File: config.mk
export PLATFORM = sky130hd
export DESIGN_NAME = wear_meter
export DESIGN_NICKNAME = d
export VERILOG_FILES = /design/src/hdl/wear_meter_pkg.sv /design/src/hdl/wear_meter.sv
export SDC_FILE = /design/constraint.sdc
export NUM_CORES = 2
export LEC_CHECK = 0
export BUFFER_PORTS_ARGS = -buffer_cell sky130_fd_sc_hd__clkbuf_2
export CAP_MARGIN = 40
export CORE_MARGIN = 10
export CORE_UTILIZATION = 40
export DETAILED_ROUTE_END_ITERATION = 10
export GPL_TIMING_DRIVEN = 0
export SETUP_SLACK_MARGIN = 0.3
export SLEW_MARGIN = 20
export SYNTH_ARGS = -nofsm -noshare
export SYNTH_HDL_FRONTEND = slang
export SYNTH_SLANG_ARGS = --single-unit
File: constraint.sdc
create_clock -name clk_i -period 7.1 [get_ports clk_i]
set_input_delay 0.71 -clock clk_i [delete_from_list [all_inputs] [get_ports clk_i]]
set_output_delay 0.71 -clock clk_i [all_outputs]
set_load 0.05 [all_outputs]
File: src/hdl/wear_meter_pkg.sv
// constants, register map and carriers for the load and travel maintenance meters
package wear_meter_pkg;

    // clock and time base
    localparam int unsigned     CLK_HZ          = 25_000_000;
    localparam int unsigned     SAMPLE_US       = 1000;
    localparam int unsigned     SAMPLE_CYCLES   = SAMPLE_US * (CLK_HZ / 1_000_000);
    localparam int unsigned     SAVE_MIN        = 5;
    localparam longint unsigned SAVE_CYCLES     = longint'(SAVE_MIN) * 60 * longint'(CLK_HZ);
    localparam int unsigned     SAVE_W          = 33;

    // counter limits and units
    localparam logic [31:0]     LOAD_MAX        = 32'h7FFFFFFF;
    localparam logic [31:0]     REV_PER_UNIT    = 32'h00000064;

    // register byte offsets
    localparam logic [7:0]      OFS_CTRL        = 8'h00;
    localparam logic [7:0]      OFS_DIVISOR     = 8'h04;
    localparam logic [7:0]      OFS_THR_A       = 8'h08;
    localparam logic [7:0]      OFS_THR_B       = 8'h0C;
    localparam logic [7:0]      OFS_TRIP_THR    = 8'h10;
    localparam logic [7:0]      OFS_TOTAL_THR   = 8'h14;
    localparam logic [7:0]      OFS_LOAD        = 8'h18;
    localparam logic [7:0]      OFS_TRIP        = 8'h1C;
    localparam logic [7:0]      OFS_TOTAL       = 8'h20;
    localparam logic [7:0]      OFS_IRQ_STATUS  = 8'h24;
    localparam logic [7:0]      OFS_IRQ_CLEAR   = 8'h28;
    localparam logic [7:0]      OFS_IRQ_ENABLE  = 8'h2C;

    // control register fields
    localparam int unsigned     CTRL_AUTO_BIT   = 0;
    localparam int unsigned     CTRL_TRIPCLR_BIT = 1;

    // event bit positions in status, clear and enable
    localparam int unsigned     EV_LOAD_A       = 0;
    localparam int unsigned     EV_LOAD_B       = 1;
    localparam int unsigned     EV_TRIP         = 2;
    localparam int unsigned     EV_TOTAL        = 3;
    localparam int unsigned     EV_SAVED        = 4;
    localparam int unsigned     EV_W            = 5;

    // reset values
    localparam logic            RST_AUTO        = 1'b1;
    localparam logic [15:0]     RST_DIVISOR     = 16'h0001;
    localparam logic [31:0]     RST_THR_A       = 32'h00000000;
    localparam logic [31:0]     RST_THR_B       = 32'h00000000;
    localparam logic [31:0]     RST_TRIP_THR    = 32'h00002710;
    localparam logic [31:0]     RST_TOTAL_THR   = 32'h000186A0;
    localparam logic [EV_W-1:0] RST_IRQ_ENABLE  = 5'h00;

    // travel values handed to and from non-volatile storage
    typedef struct packed {
        logic [31:0] trip;
        logic [31:0] total;
    } travel_s;

endpackage

File: src/hdl/wear_meter.sv
// cumulative load meter and tripmeter/odometer with wishbone register access
`timescale 1ns/1ps
`default_nettype none

module wear_meter
    import wear_meter_pkg::*;
#(
    parameter int unsigned     SAMPLE_PERIOD = SAMPLE_CYCLES,
    parameter longint unsigned SAVE_PERIOD   = SAVE_CYCLES
) (
    // clock and reset
    input  wire logic          clk_i,
    input  wire logic          rst_i,
    // wishbone slave
    input  wire logic          wb_cyc_i,
    input  wire logic          wb_stb_i,
    input  wire logic          wb_we_i,
    input  wire logic [7:0]    wb_adr_i,
    input  wire logic [3:0]    wb_sel_i,
    input  wire logic [31:0]   wb_dat_i,
    output logic [31:0]        wb_dat_o,
    output logic               wb_ack_o,
    // motor measurements
    input  wire logic          motion_active_i,
    input  wire logic          latch_clear_input_i,
    input  wire logic [9:0]    load_factor_i,
    input  wire logic          rev_tick_i,
    // non-volatile storage
    input  wire logic          nvm_restore_i,
    input  wire travel_s       nvm_restore_data_i,
    output logic               nvm_save_o,
    output travel_s            nvm_save_data_o,
    // information
    output logic [EV_W-1:0]    info_o,
    output logic               irq_o
);

    function automatic logic [31:0] merge_bytes(input logic [31:0] old, input logic [31:0] dat,
                                                input logic [3:0] sel);
        logic [31:0] res;
        res = old;
        for (int i = 0; i < 4; i++) begin
            if (sel[i]) begin
                res[i*8 +: 8] = dat[i*8 +: 8];
            end
        end
        return res;
    endfunction

    logic                  auto_clear_r;
    logic [15:0]           divisor_r;
    logic [31:0]           thr_a_r;
    logic [31:0]           thr_b_r;
    logic [31:0]           trip_thr_r;
    logic [31:0]           total_thr_r;
    logic [31:0]           load_r;
    logic [31:0]           rem_r;
    logic [31:0]           rem_nxt;
    logic [31:0]           sample_cnt_r;
    logic [SAVE_W-1:0]     save_cnt_r;
    travel_s               travel_r;
    logic [EV_W-1:0]       status_r;
    logic [EV_W-1:0]       enable_r;
    logic [EV_W-1:0]       events;
    logic                  motion_q_r;
    logic                  latch_q_r;
    logic                  sample_tick;
    logic                  save_tick;
    logic                  load_clear;
    logic                  drain;
    logic [31:0]           div_eff;
    logic                  wr_access;
    logic                  trip_clear;

    // bus: one ack per request, given the cycle after the strobe is seen
    assign wr_access  = wb_cyc_i && wb_stb_i && wb_we_i && !wb_ack_o;
    assign trip_clear = wr_access && wb_adr_i == OFS_CTRL && wb_sel_i[0] && wb_dat_i[CTRL_TRIPCLR_BIT];

    always_ff @(posedge clk_i) begin
        if (rst_i) begin
            wb_ack_o <= 1'b0;
        end else begin
            wb_ack_o <= wb_cyc_i && wb_stb_i && !wb_ack_o;
        end
    end

    always_ff @(posedge clk_i) begin
        if (rst_i) begin
            wb_dat_o <= 32'h00000000;
        end else if (wb_cyc_i && wb_stb_i && !wb_we_i && !wb_ack_o) begin
            unique case (wb_adr_i)
                OFS_CTRL:       wb_dat_o <= {31'h00000000, auto_clear_r};
                OFS_DIVISOR:    wb_dat_o <= {16'h0000, divisor_r};
                OFS_THR_A:      wb_dat_o <= thr_a_r;
                OFS_THR_B:      wb_dat_o <= thr_b_r;
                OFS_TRIP_THR:   wb_dat_o <= trip_thr_r;
                OFS_TOTAL_THR:  wb_dat_o <= total_thr_r;
                OFS_LOAD:       wb_dat_o <= load_r;
                OFS_TRIP:       wb_dat_o <= travel_r.trip;
                OFS_TOTAL:      wb_dat_o <= travel_r.total;
                OFS_IRQ_STATUS: wb_dat_o <= {27'h0000000, status_r};
                OFS_IRQ_ENABLE: wb_dat_o <= {27'h0000000, enable_r};
                default:        wb_dat_o <= 32'h00000000;
            endcase
        end
    end

    // software configuration
    always_ff @(posedge clk_i) begin
        if (rst_i) begin
            auto_clear_r <= RST_AUTO;
            divisor_r    <= RST_DIVISOR;
            thr_a_r      <= RST_THR_A;
            thr_b_r      <= RST_THR_B;
            trip_thr_r   <= RST_TRIP_THR;
            total_thr_r  <= RST_TOTAL_THR;
            enable_r     <= RST_IRQ_ENABLE;
        end else if (wr_access) begin
            unique case (wb_adr_i)
                OFS_CTRL: begin
                    if (wb_sel_i[0]) begin
                        auto_clear_r <= wb_dat_i[CTRL_AUTO_BIT];
                    end
                end
                OFS_DIVISOR:    divisor_r   <= 16'(merge_bytes({16'h0000, divisor_r}, wb_dat_i, wb_sel_i));
                OFS_THR_A:      thr_a_r     <= merge_bytes(thr_a_r, wb_dat_i, wb_sel_i);
                OFS_THR_B:      thr_b_r     <= merge_bytes(thr_b_r, wb_dat_i, wb_sel_i);
                OFS_TRIP_THR:   trip_thr_r  <= merge_bytes(trip_thr_r, wb_dat_i, wb_sel_i);
                OFS_TOTAL_THR:  total_thr_r <= merge_bytes(total_thr_r, wb_dat_i, wb_sel_i);
                OFS_IRQ_ENABLE: enable_r    <= EV_W'(merge_bytes({27'h0000000, enable_r}, wb_dat_i, wb_sel_i));
                default: begin
                end
            endcase
        end
    end

    // time base for load sampling
    always_ff @(posedge clk_i) begin
        if (rst_i || sample_tick) begin
            sample_cnt_r <= 32'h00000000;
        end else begin
            sample_cnt_r <= sample_cnt_r + 32'h00000001;
        end
    end
    assign sample_tick = sample_cnt_r == SAMPLE_PERIOD - 1;

    // edge detection of motion-active and latch-clear
    always_ff @(posedge clk_i) begin
        if (rst_i) begin
            motion_q_r <= 1'b0;
            latch_q_r  <= 1'b0;
        end else begin
            motion_q_r <= motion_active_i;
            latch_q_r  <= latch_clear_input_i;
        end
    end
    assign load_clear = auto_clear_r ? (motion_active_i && !motion_q_r)
                                     : (latch_clear_input_i && !latch_q_r);

    // load is drained from the remainder one divisor per cycle; at the default sample period of SAMPLE_CYCLES it never backs up
    assign div_eff = (divisor_r == 16'h0000) ? 32'h00000001 : {16'h0000, divisor_r};
    assign drain   = rem_r >= div_eff;

    always_comb begin
        rem_nxt = rem_r;
        if (drain) begin
            rem_nxt = rem_nxt - div_eff;
        end
        if (sample_tick) begin
            rem_nxt = rem_nxt + {22'h000000, load_factor_i};
        end
    end

    always_ff @(posedge clk_i) begin
        if (rst_i || load_clear) begin
            rem_r  <= 32'h00000000;
            load_r <= 32'h00000000;
        end else begin
            rem_r <= rem_nxt;
            if (drain && load_r != LOAD_MAX) begin
                load_r <= load_r + 32'h00000001;
            end
        end
    end

    // travel meters; restore brings back both values after power-up
    always_ff @(posedge clk_i) begin
        if (rst_i) begin
            travel_r <= '0;
        end else if (nvm_restore_i) begin
            travel_r <= nvm_restore_data_i;
        end else begin
            if (trip_clear) begin
                travel_r.trip <= 32'h00000000;
            end else if (rev_tick_i) begin
                travel_r.trip <= travel_r.trip + 32'h00000001;
            end
            if (rev_tick_i) begin
                travel_r.total <= travel_r.total + 32'h00000001;
            end
        end
    end

    // periodic copy to storage; travel since the last copy is lost on power loss
    always_ff @(posedge clk_i) begin
        if (rst_i || save_tick) begin
            save_cnt_r <= '0;
        end else begin
            save_cnt_r <= save_cnt_r + SAVE_W'(1);
        end
    end
    assign save_tick = save_cnt_r == SAVE_W'(SAVE_PERIOD - 1);

    always_ff @(posedge clk_i) begin
        if (rst_i) begin
            nvm_save_o      <= 1'b0;
            nvm_save_data_o <= '0;
        end else begin
            nvm_save_o <= save_tick;
            if (save_tick) begin
                nvm_save_data_o <= travel_r;
            end
        end
    end

    // information levels; a load threshold (A or B) of zero switches its comparison off
    always_comb begin
        events            = '0;
        events[EV_LOAD_A] = thr_a_r != 32'h00000000 && load_r >= thr_a_r;
        events[EV_LOAD_B] = thr_b_r != 32'h00000000 && load_r >= thr_b_r;
        events[EV_TRIP]   = travel_r.trip > 32'(trip_thr_r * REV_PER_UNIT);
        events[EV_TOTAL]  = travel_r.total > 32'(total_thr_r * REV_PER_UNIT);
        events[EV_SAVED]  = nvm_save_o;
    end

    always_ff @(posedge clk_i) begin
        if (rst_i) begin
            info_o <= '0;
        end else begin
            info_o <= events;
        end
    end

    // sticky status: a new event wins over a clear in the same cycle
    always_ff @(posedge clk_i) begin
        if (rst_i) begin
            status_r <= '0;
        end else if (wr_access && wb_adr_i == OFS_IRQ_CLEAR && wb_sel_i[0]) begin
            status_r <= (status_r & ~wb_dat_i[EV_W-1:0]) | events;
        end else begin
            status_r <= status_r | events;
        end
    end
    assign irq_o = |(status_r & enable_r);
endmodule // wear_meter

`default_nettype wire

* Word-level counts from Yosys, hierarchy flattened
Index checks and enable logic that the tools add are counted.
** Storage, ports and cells
- Register bits after elaboration :: 453
- Input bits :: 127
- Output and inout bits :: 104
- Logic and storage cells :: 128
** Operators by class
- Add/subtract/negate cells :: 7
- Multiply operators :: 2
- $lt $le $gt $ge :: 5
- Equality and inequality tests :: 14
- Mux-type cells :: 10
- Bitwise logic cells :: 5
- Reduce and logical (&&, ||, !) cells :: 50
** Operators with widths (number)
- $pmux W32 S11 :: 1
- $mux W32 :: 5
- $add A32 B1 Y32 const B :: 4
- $ge A32 B32 Y1 :: 2
- $gt A32 B32 Y1 :: 2
- $mul A32 B5 Y30 const B :: 2
- $mux W64 :: 1
- $reduce_bool A32 Y1 :: 2
- $reduce_and A3 Y1 :: 20
- $add A33 B1 Y33 const B :: 1
- $eq A33 B33 Y1 const B :: 1
- $add A32 B10 Y32 :: 1
- $eq A32 B15 Y1 const B :: 1
- $eq A8 B5 Y1 const B :: 4
- $eq A8 B6 Y1 const B :: 4
- $ge A32 B16 Y1 :: 1
- $ne A32 B31 Y1 const B :: 1
- $sub A32 B16 Y32 :: 1
- $eq A8 B4 Y1 const B :: 2
- $logic_and A1 B1 Y1 :: 16
- $logic_not A16 Y1 :: 1
- $mux W16 :: 1
- $and A5 B5 Y5 :: 2
- $or A5 B5 Y5 :: 2
- other kinds (10) :: 15

* Depth between registers and ports, before layout
- Depth after elaboration :: 8
- Mapped depth :: 27
- Gate-level depth less buffers :: 27

* Least setup slack after synthesis
OpenSTA, ideal clock, no wires.
- Path kind :: flip-flop to flip-flop
- From :: register divisor_r[13]
- To :: register rem_r[24]
- Setup time :: 71 ps
- Arrival time :: 5629 ps
- Data required time :: 7029 ps
- Slack :: 1400 ps
- Stages on the path, launching flop included :: 26
- Path buffers :: 3
- Clock period less this slack :: 5700 ps
- Path through :: dfxtp_1 nor4_1 a41o_1 ha_1 inv_1 fa_1 a21o_1 a221oi_2 o211ai_2 a21boi_4 buf_2 buf_1 buf_1 nand2_1 nand2_1 inv_1 fa_1 nor2b_1 o31ai_1 a21oi_1 o21bai_1 a21o_1 nor2_1 nand4_1 or4_1 a21oi_1
** On the way
- Longest elaborated chain between the ends :: 6
- Elaborated cells on any way between the ends :: 7
- Classes of those cells :: add/sub (2); order compare (1); mux (3); reduce/logical (1)
** Ends and longest elaborated chain
- from (decl) :: RTL line wear_meter.sv:51 : logic [15:0] divisor_r;
- from (signal assigned) :: RTL line wear_meter.sv:125 : OFS_DIVISOR: divisor_r <= 16'(merge_bytes({16'h0000, divisor_r}, wb_dat_i, wb_sel_i));
- $logic_not A16 Y1 :: RTL line wear_meter.sv:161 : assign div_eff = (divisor_r == 16'h0000) ? 32'h00000001 : {16'h0000, divisor_r};
- $mux W16 (*) :: RTL line wear_meter.sv:161
- $sub A32 B16 Y32 / $ge A32 B16 Y1 (equally long branches) :: RTL line wear_meter.sv:167, wear_meter.sv:162
- $mux W32 (*) :: RTL line wear_meter.sv:166 : if (drain) begin
- $add A32 B10 Y32 :: RTL line wear_meter.sv:170 : rem_nxt = rem_nxt + {22'h000000, load_factor_i};
- $mux W32 (*) :: RTL line wear_meter.sv:169 : if (sample_tick) begin
- to (signal assigned) :: RTL line wear_meter.sv:179 : rem_r <= rem_nxt;
- to (decl) :: RTL line wear_meter.sv:57 : logic [31:0] rem_r;
Mark *: on every way between the ends. The rest lies on a longest branch, timed or not.
A chain may end at the register's enable or synchronous reset.

* Worst setup path after layout
- From :: register trip_thr_r[3]
- To :: register status_r[2]
** On the way
- Longest elaborated chain between the ends :: 4
- Elaborated cells on any way between the ends :: 5
- Classes of those cells :: mul (1); order compare (1); mux (1); bitwise (2)
** Ends and longest elaborated chain
- from (decl) :: RTL line wear_meter.sv:54 : logic [31:0] trip_thr_r;
- from (signal assigned) :: RTL line wear_meter.sv:128 : OFS_TRIP_THR: trip_thr_r <= merge_bytes(trip_thr_r, wb_dat_i, wb_sel_i);
- $mul A32 B5 Y30 (*) :: RTL line wear_meter.sv:231 : events[EV_TRIP] = travel_r.trip > 32'(trip_thr_r * REV_PER_UNIT);
- $gt A32 B32 Y1 (*) :: RTL line wear_meter.sv:231
- $or A5 B5 Y5, on equally long branches :: RTL line wear_meter.sv:251, wear_meter.sv:249
- $mux W5 (*) :: RTL line wear_meter.sv:248 : end else if (wr_access && wb_adr_i == OFS_IRQ_CLEAR && wb_sel_i[0]) begin
- to (signal assigned) :: RTL line wear_meter.sv:249 : status_r <= (status_r & ~wb_dat_i[EV_W-1:0]) | events;
- to (signal assigned) :: RTL line wear_meter.sv:251 : status_r <= status_r | events;
- to (decl) :: RTL line wear_meter.sv:62 : logic [EV_W-1:0] status_r;
Marks and branches as above.

==> out/qor_table.md <==
| Quantity | Value | Unit |
|:---|:---|:---|
| Worst hold-check path type | in2reg | - |
| Headroom to the max-slew limit | 36.92 | % |
| Most common cell in the netlist | nand2_1 | - |
| Via count | 29340 | - |
| Setup_tns | 0 | ps |
| Startpoint of the lowest-slack register-to-register path | trip_thr_r[3] | - |
| Flip-flop and latch count after synthesis | 453 | - |
| Cell count after placement | 5015 | - |
| Synthesized instance count | 3807 | - |
| Worst Tran Pin Value | 946.2 | ps |
| Cell row count | 100 | - |
| Cell at the root of the clock tree | clkbuf_16 | - |
| Final hold vios | 0 | - |
| Die width | 294.2 | um |
| Final net count | 4603 | - |
| Crit Path Category | reg2reg | - |
| Die Y-Extent | 294.2 | um |
| Max-cap violation count | 0 | - |
| Buf/Inv on CP | 3 | - |
| Final clock period utilization by the worst path | 92.35 | % |
| Total power divided by cell area | 236.9 | nW/um2 |
| Static power due to leakage | 14.37 | nW |
| Post-synthesis instance area | 30070 | um2 |
| Total congestion overflow after global routing | 0 | - |
| Status | complete, no violations | - |
| Area fraction of the dominant cell type after synthesis | 30.16 | % |
| Setup repair after global routing missed its margin | true | - |
| Aggregate routed wire length | 114400 | um |
| Initial antenna violation count | 3 | - |
| Global-route wire length before repair | 170700 | um |
| Data arrival time of the worst path | 7080 | ps |
| Number of buffers created by CTS | 54 | - |
| Via density per instance | 5.721 | - |
| Number of H-tree branching levels | 2 | - |
| Registers with the highest flip-flop counts | nvm_save_data_o (64), travel_r (64), save_cnt_r (33) | - |
| Synthesis-to-layout area growth | 14.82 | % |
| Fin crit period | 6557 | ps |
| IR drop worst, VDD | 0.0001950 | V |
| Worst Path Required | 7620 | ps |
| Fraction of layout instances using a drive strength above 1 | 9.861 | % |
| Core region area | 74450 | um2 |
| Main area contributors after synthesis | dfxtp_1 30%, ha_1 13%, a21oi_1 6.5% | - |
| Clock-pin slew on the worst setup and hold paths | 60 | ps |
| Number of global-route vias before repair | 27370 | - |
| Crit end category | flop | - |
| Count of boundary I/O pins | 231 | - |
| Number of enable flip-flop cells after synthesis | 0 | - |
| Top cell types by occurrence after synthesis | 506 x nand2_1, 453 x dfxtp_1, 390 x a21oi_1 | - |
| Dominant delay contributor by cell family on the critical path | compound AO/OA/AOI/OAI gates | - |
| CTS max path bufs | 3 | - |
| Detailed placer's ending HPWL | 91380 | um |
| FILL cells | 7536 | - |
| Fin util | 46.38 | % |
| Distinct cell type count of the synthesized netlist | 89 | - |
| Source of the worst hold timing path | nvm_restore_data_i[17] | - |
| Area of combinational cells with multiple inputs | 19050 | um2 |
| Cell type of the slowest stage on the worst timing path | fa_1 | - |
| Crit path setup slack, layout | 543.0 | ps |
| Share of the yosys chip area belonging to registers | 30.16 | % |
| Most used flip-flop cell after synthesis | dfxtp_1 | - |
| Library cell with the largest summed area after synthesis | dfxtp_1 | - |
| All-layer global routing usage | 25.57 | % |
| Critical path cell sequence | ha_1 -> ha_1 -> inv_1 -> fa_1 -> inv_1 -> ha_1 -> nor2b_1 -> o31a_1 -> o211a_1 -> nor3_1 -> nor4_1 -> a311o_1 -> o41a_1 -> a221oi_1 -> a21oi_1 -> xnor2_1 -> ha_1 -> nand4_1 -> nor4_4 -> nand3_1 -> nand2_1 -> a21oi_1 -> buf_4 -> a31o_2 | - |
| Async S/R FF share, synth | 0 | % |
| Final Max Slew Viols | 0 | - |
| Sequential Area | 9070 | um2 |
| Post-place setup slack | -583.3 | ps |
| Source of the critical timing path | trip_thr_r[3] | - |
| Post-route worst hold slack | 302.9 | ps |
| Mean post-synth cell area | 7.899 | um2 |
| Drc violations | 0 | - |
| Delay of the slowest cell on the worst path | 500 | ps |
| CP most frequent cell | ha_1 | - |
| Peak clock frequency supported by timing | 152.5 | MHz |
| Insertion delay to the later sink of the worst-skew pair | 650 | ps |
| Final Skew | 31.96 | ps |
| TritonCTS clock tree | built | - |
| Worst Path Max Fanout | 5 | - |
| Die area | 86540 | um2 |
| WL/cell | 22.31 | um |
| Number of design-rule violations left by the first detailed-router iteration | 3088 | - |
| Setup-violating endpoint count in the final report | 0 | - |
| Count of buffers from port buffering | 226 | - |
| Number of sinks driven by the clock tree | 453 | - |
| Initial Util | 40.39 | % |
| Critical path startpoint category | flop | - |
| Post-route ant nets | 0 | - |
| Pin count of the biggest net entering global routing | 15 | - |
| Yosys warns | 0 | - |
| Synthesized net count | 4295 | - |
| Non-filler instance count after layout | 5128 | - |
| Final weighted congestion in routability-driven placement | 0.9867 | - |
| Router iterations before antenna repair | 10 | - |
[repair_timing]
item                                   4_1_cts  5_1_grt
setup buffers                                5        5
endpoints found under the hold margin        0        0
setup endpoints to repair                   18       21
resized for setup                            4       13
hold buffers                                 0        0
pin swaps                                    2        3
[where the power goes]
| part | internal (mW) | switching, mW | total, mW |
|---|---|---|---|
| registers | 2.63 | 0.139 | 2.77 |
| logic | 1.02 | 1.51 | 2.53 |
| clock network | 1.67 | 1.21 | 2.88 |
| total | 5.32 | 2.86 | 8.18 |
[per-layer routing]
| metal | global-route usage [%] | vias up | wire, um |
|---|---|---|---|
| li1 | - | 13960 | - |
| met1 | 35.99 | 13990 | 52170 |
| met2 | 38.82 | 1170 | 48370 |
| met3 | 4.457 | 208 | 9748 |
| met4 | 8.563 | 2 | 4130 |
| met5 | 0 | - | 11 |
[final timing paths]
check | slack (ps) | cells past startpoint | endpoint
worst max register to register | 540 | 24 | status_r[2]
worst max-delay path | 540 | 24 | status_r[2]
worst min register to register | 450 | 1 | sample_cnt_r[0]
worst min-delay path | 300 | 3 | travel_r[17]
[cell families after synthesis]
kind of cell,synth area share [%]
and+or+nand+nor,20.83
buffers and inverters,6.770
adders and majority gates,16.27
muxes,0.4577
DFF,30.16
xor gates and xnor gates,5.913
AOI/OAI and AO/OA,19.61
[area by class of cell]
type	instances	share of cell area (%)
antenna	1	0.007248
buffer	170	1.932
clock buffer	79	4.533
clock inverter	20	0.6958
inverter	367	3.990
multi-input combinational	2817	55.17
sequential	453	26.27
tap	969	3.511
timing repair buffer	252	3.888
[worst register-to-register path, stage by stage (launching register included)]
cell and delay (ps):
dfxtp_1 430, ha_1 270, ha_1 280, inv_1 50, fa_1 500, inv_1 50
ha_1 340, nor2b_1 160, o31a_1 280, o211a_1 240, nor3_1 380, nor4_1 100
a311o_1 370, o41a_1 400, a221oi_1 360, a21oi_1 140, xnor2_1 190, ha_1 310
nand4_1 180, nor4_4 480, nand3_1 170, nand2_1 200, a21oi_1 160, buf_4 210
a31o_2 220
[per-stage QoR]
stage	area [um2]	power, mW
CTS	34410	8.126
finish	34530	8.178
global route	34520	8.585
global placement	32410	5.227
detailed placement	32540	5.246
floorplan	30070	4.633
[cells in the final DEF, fill, tap and decap left out, types with 38 or more instances in the layout]
cell       count
nand3_1      194
ha_1         311
clkbuf_2     229
xor2_1       111
o21ai_0       99
clkbuf_1     152
clkbuf_16     54
nand2_1      506
dfxtp_1      452
inv_1        366
nand4_1       57
nor2_1       264
a21oi_1      388
fa_1          50
nor3_1        80
and3_1        43
a22oi_1       38
a21o_1        85
xnor2_1       92
Note: power is estimated with default switching activity, not from simulation.
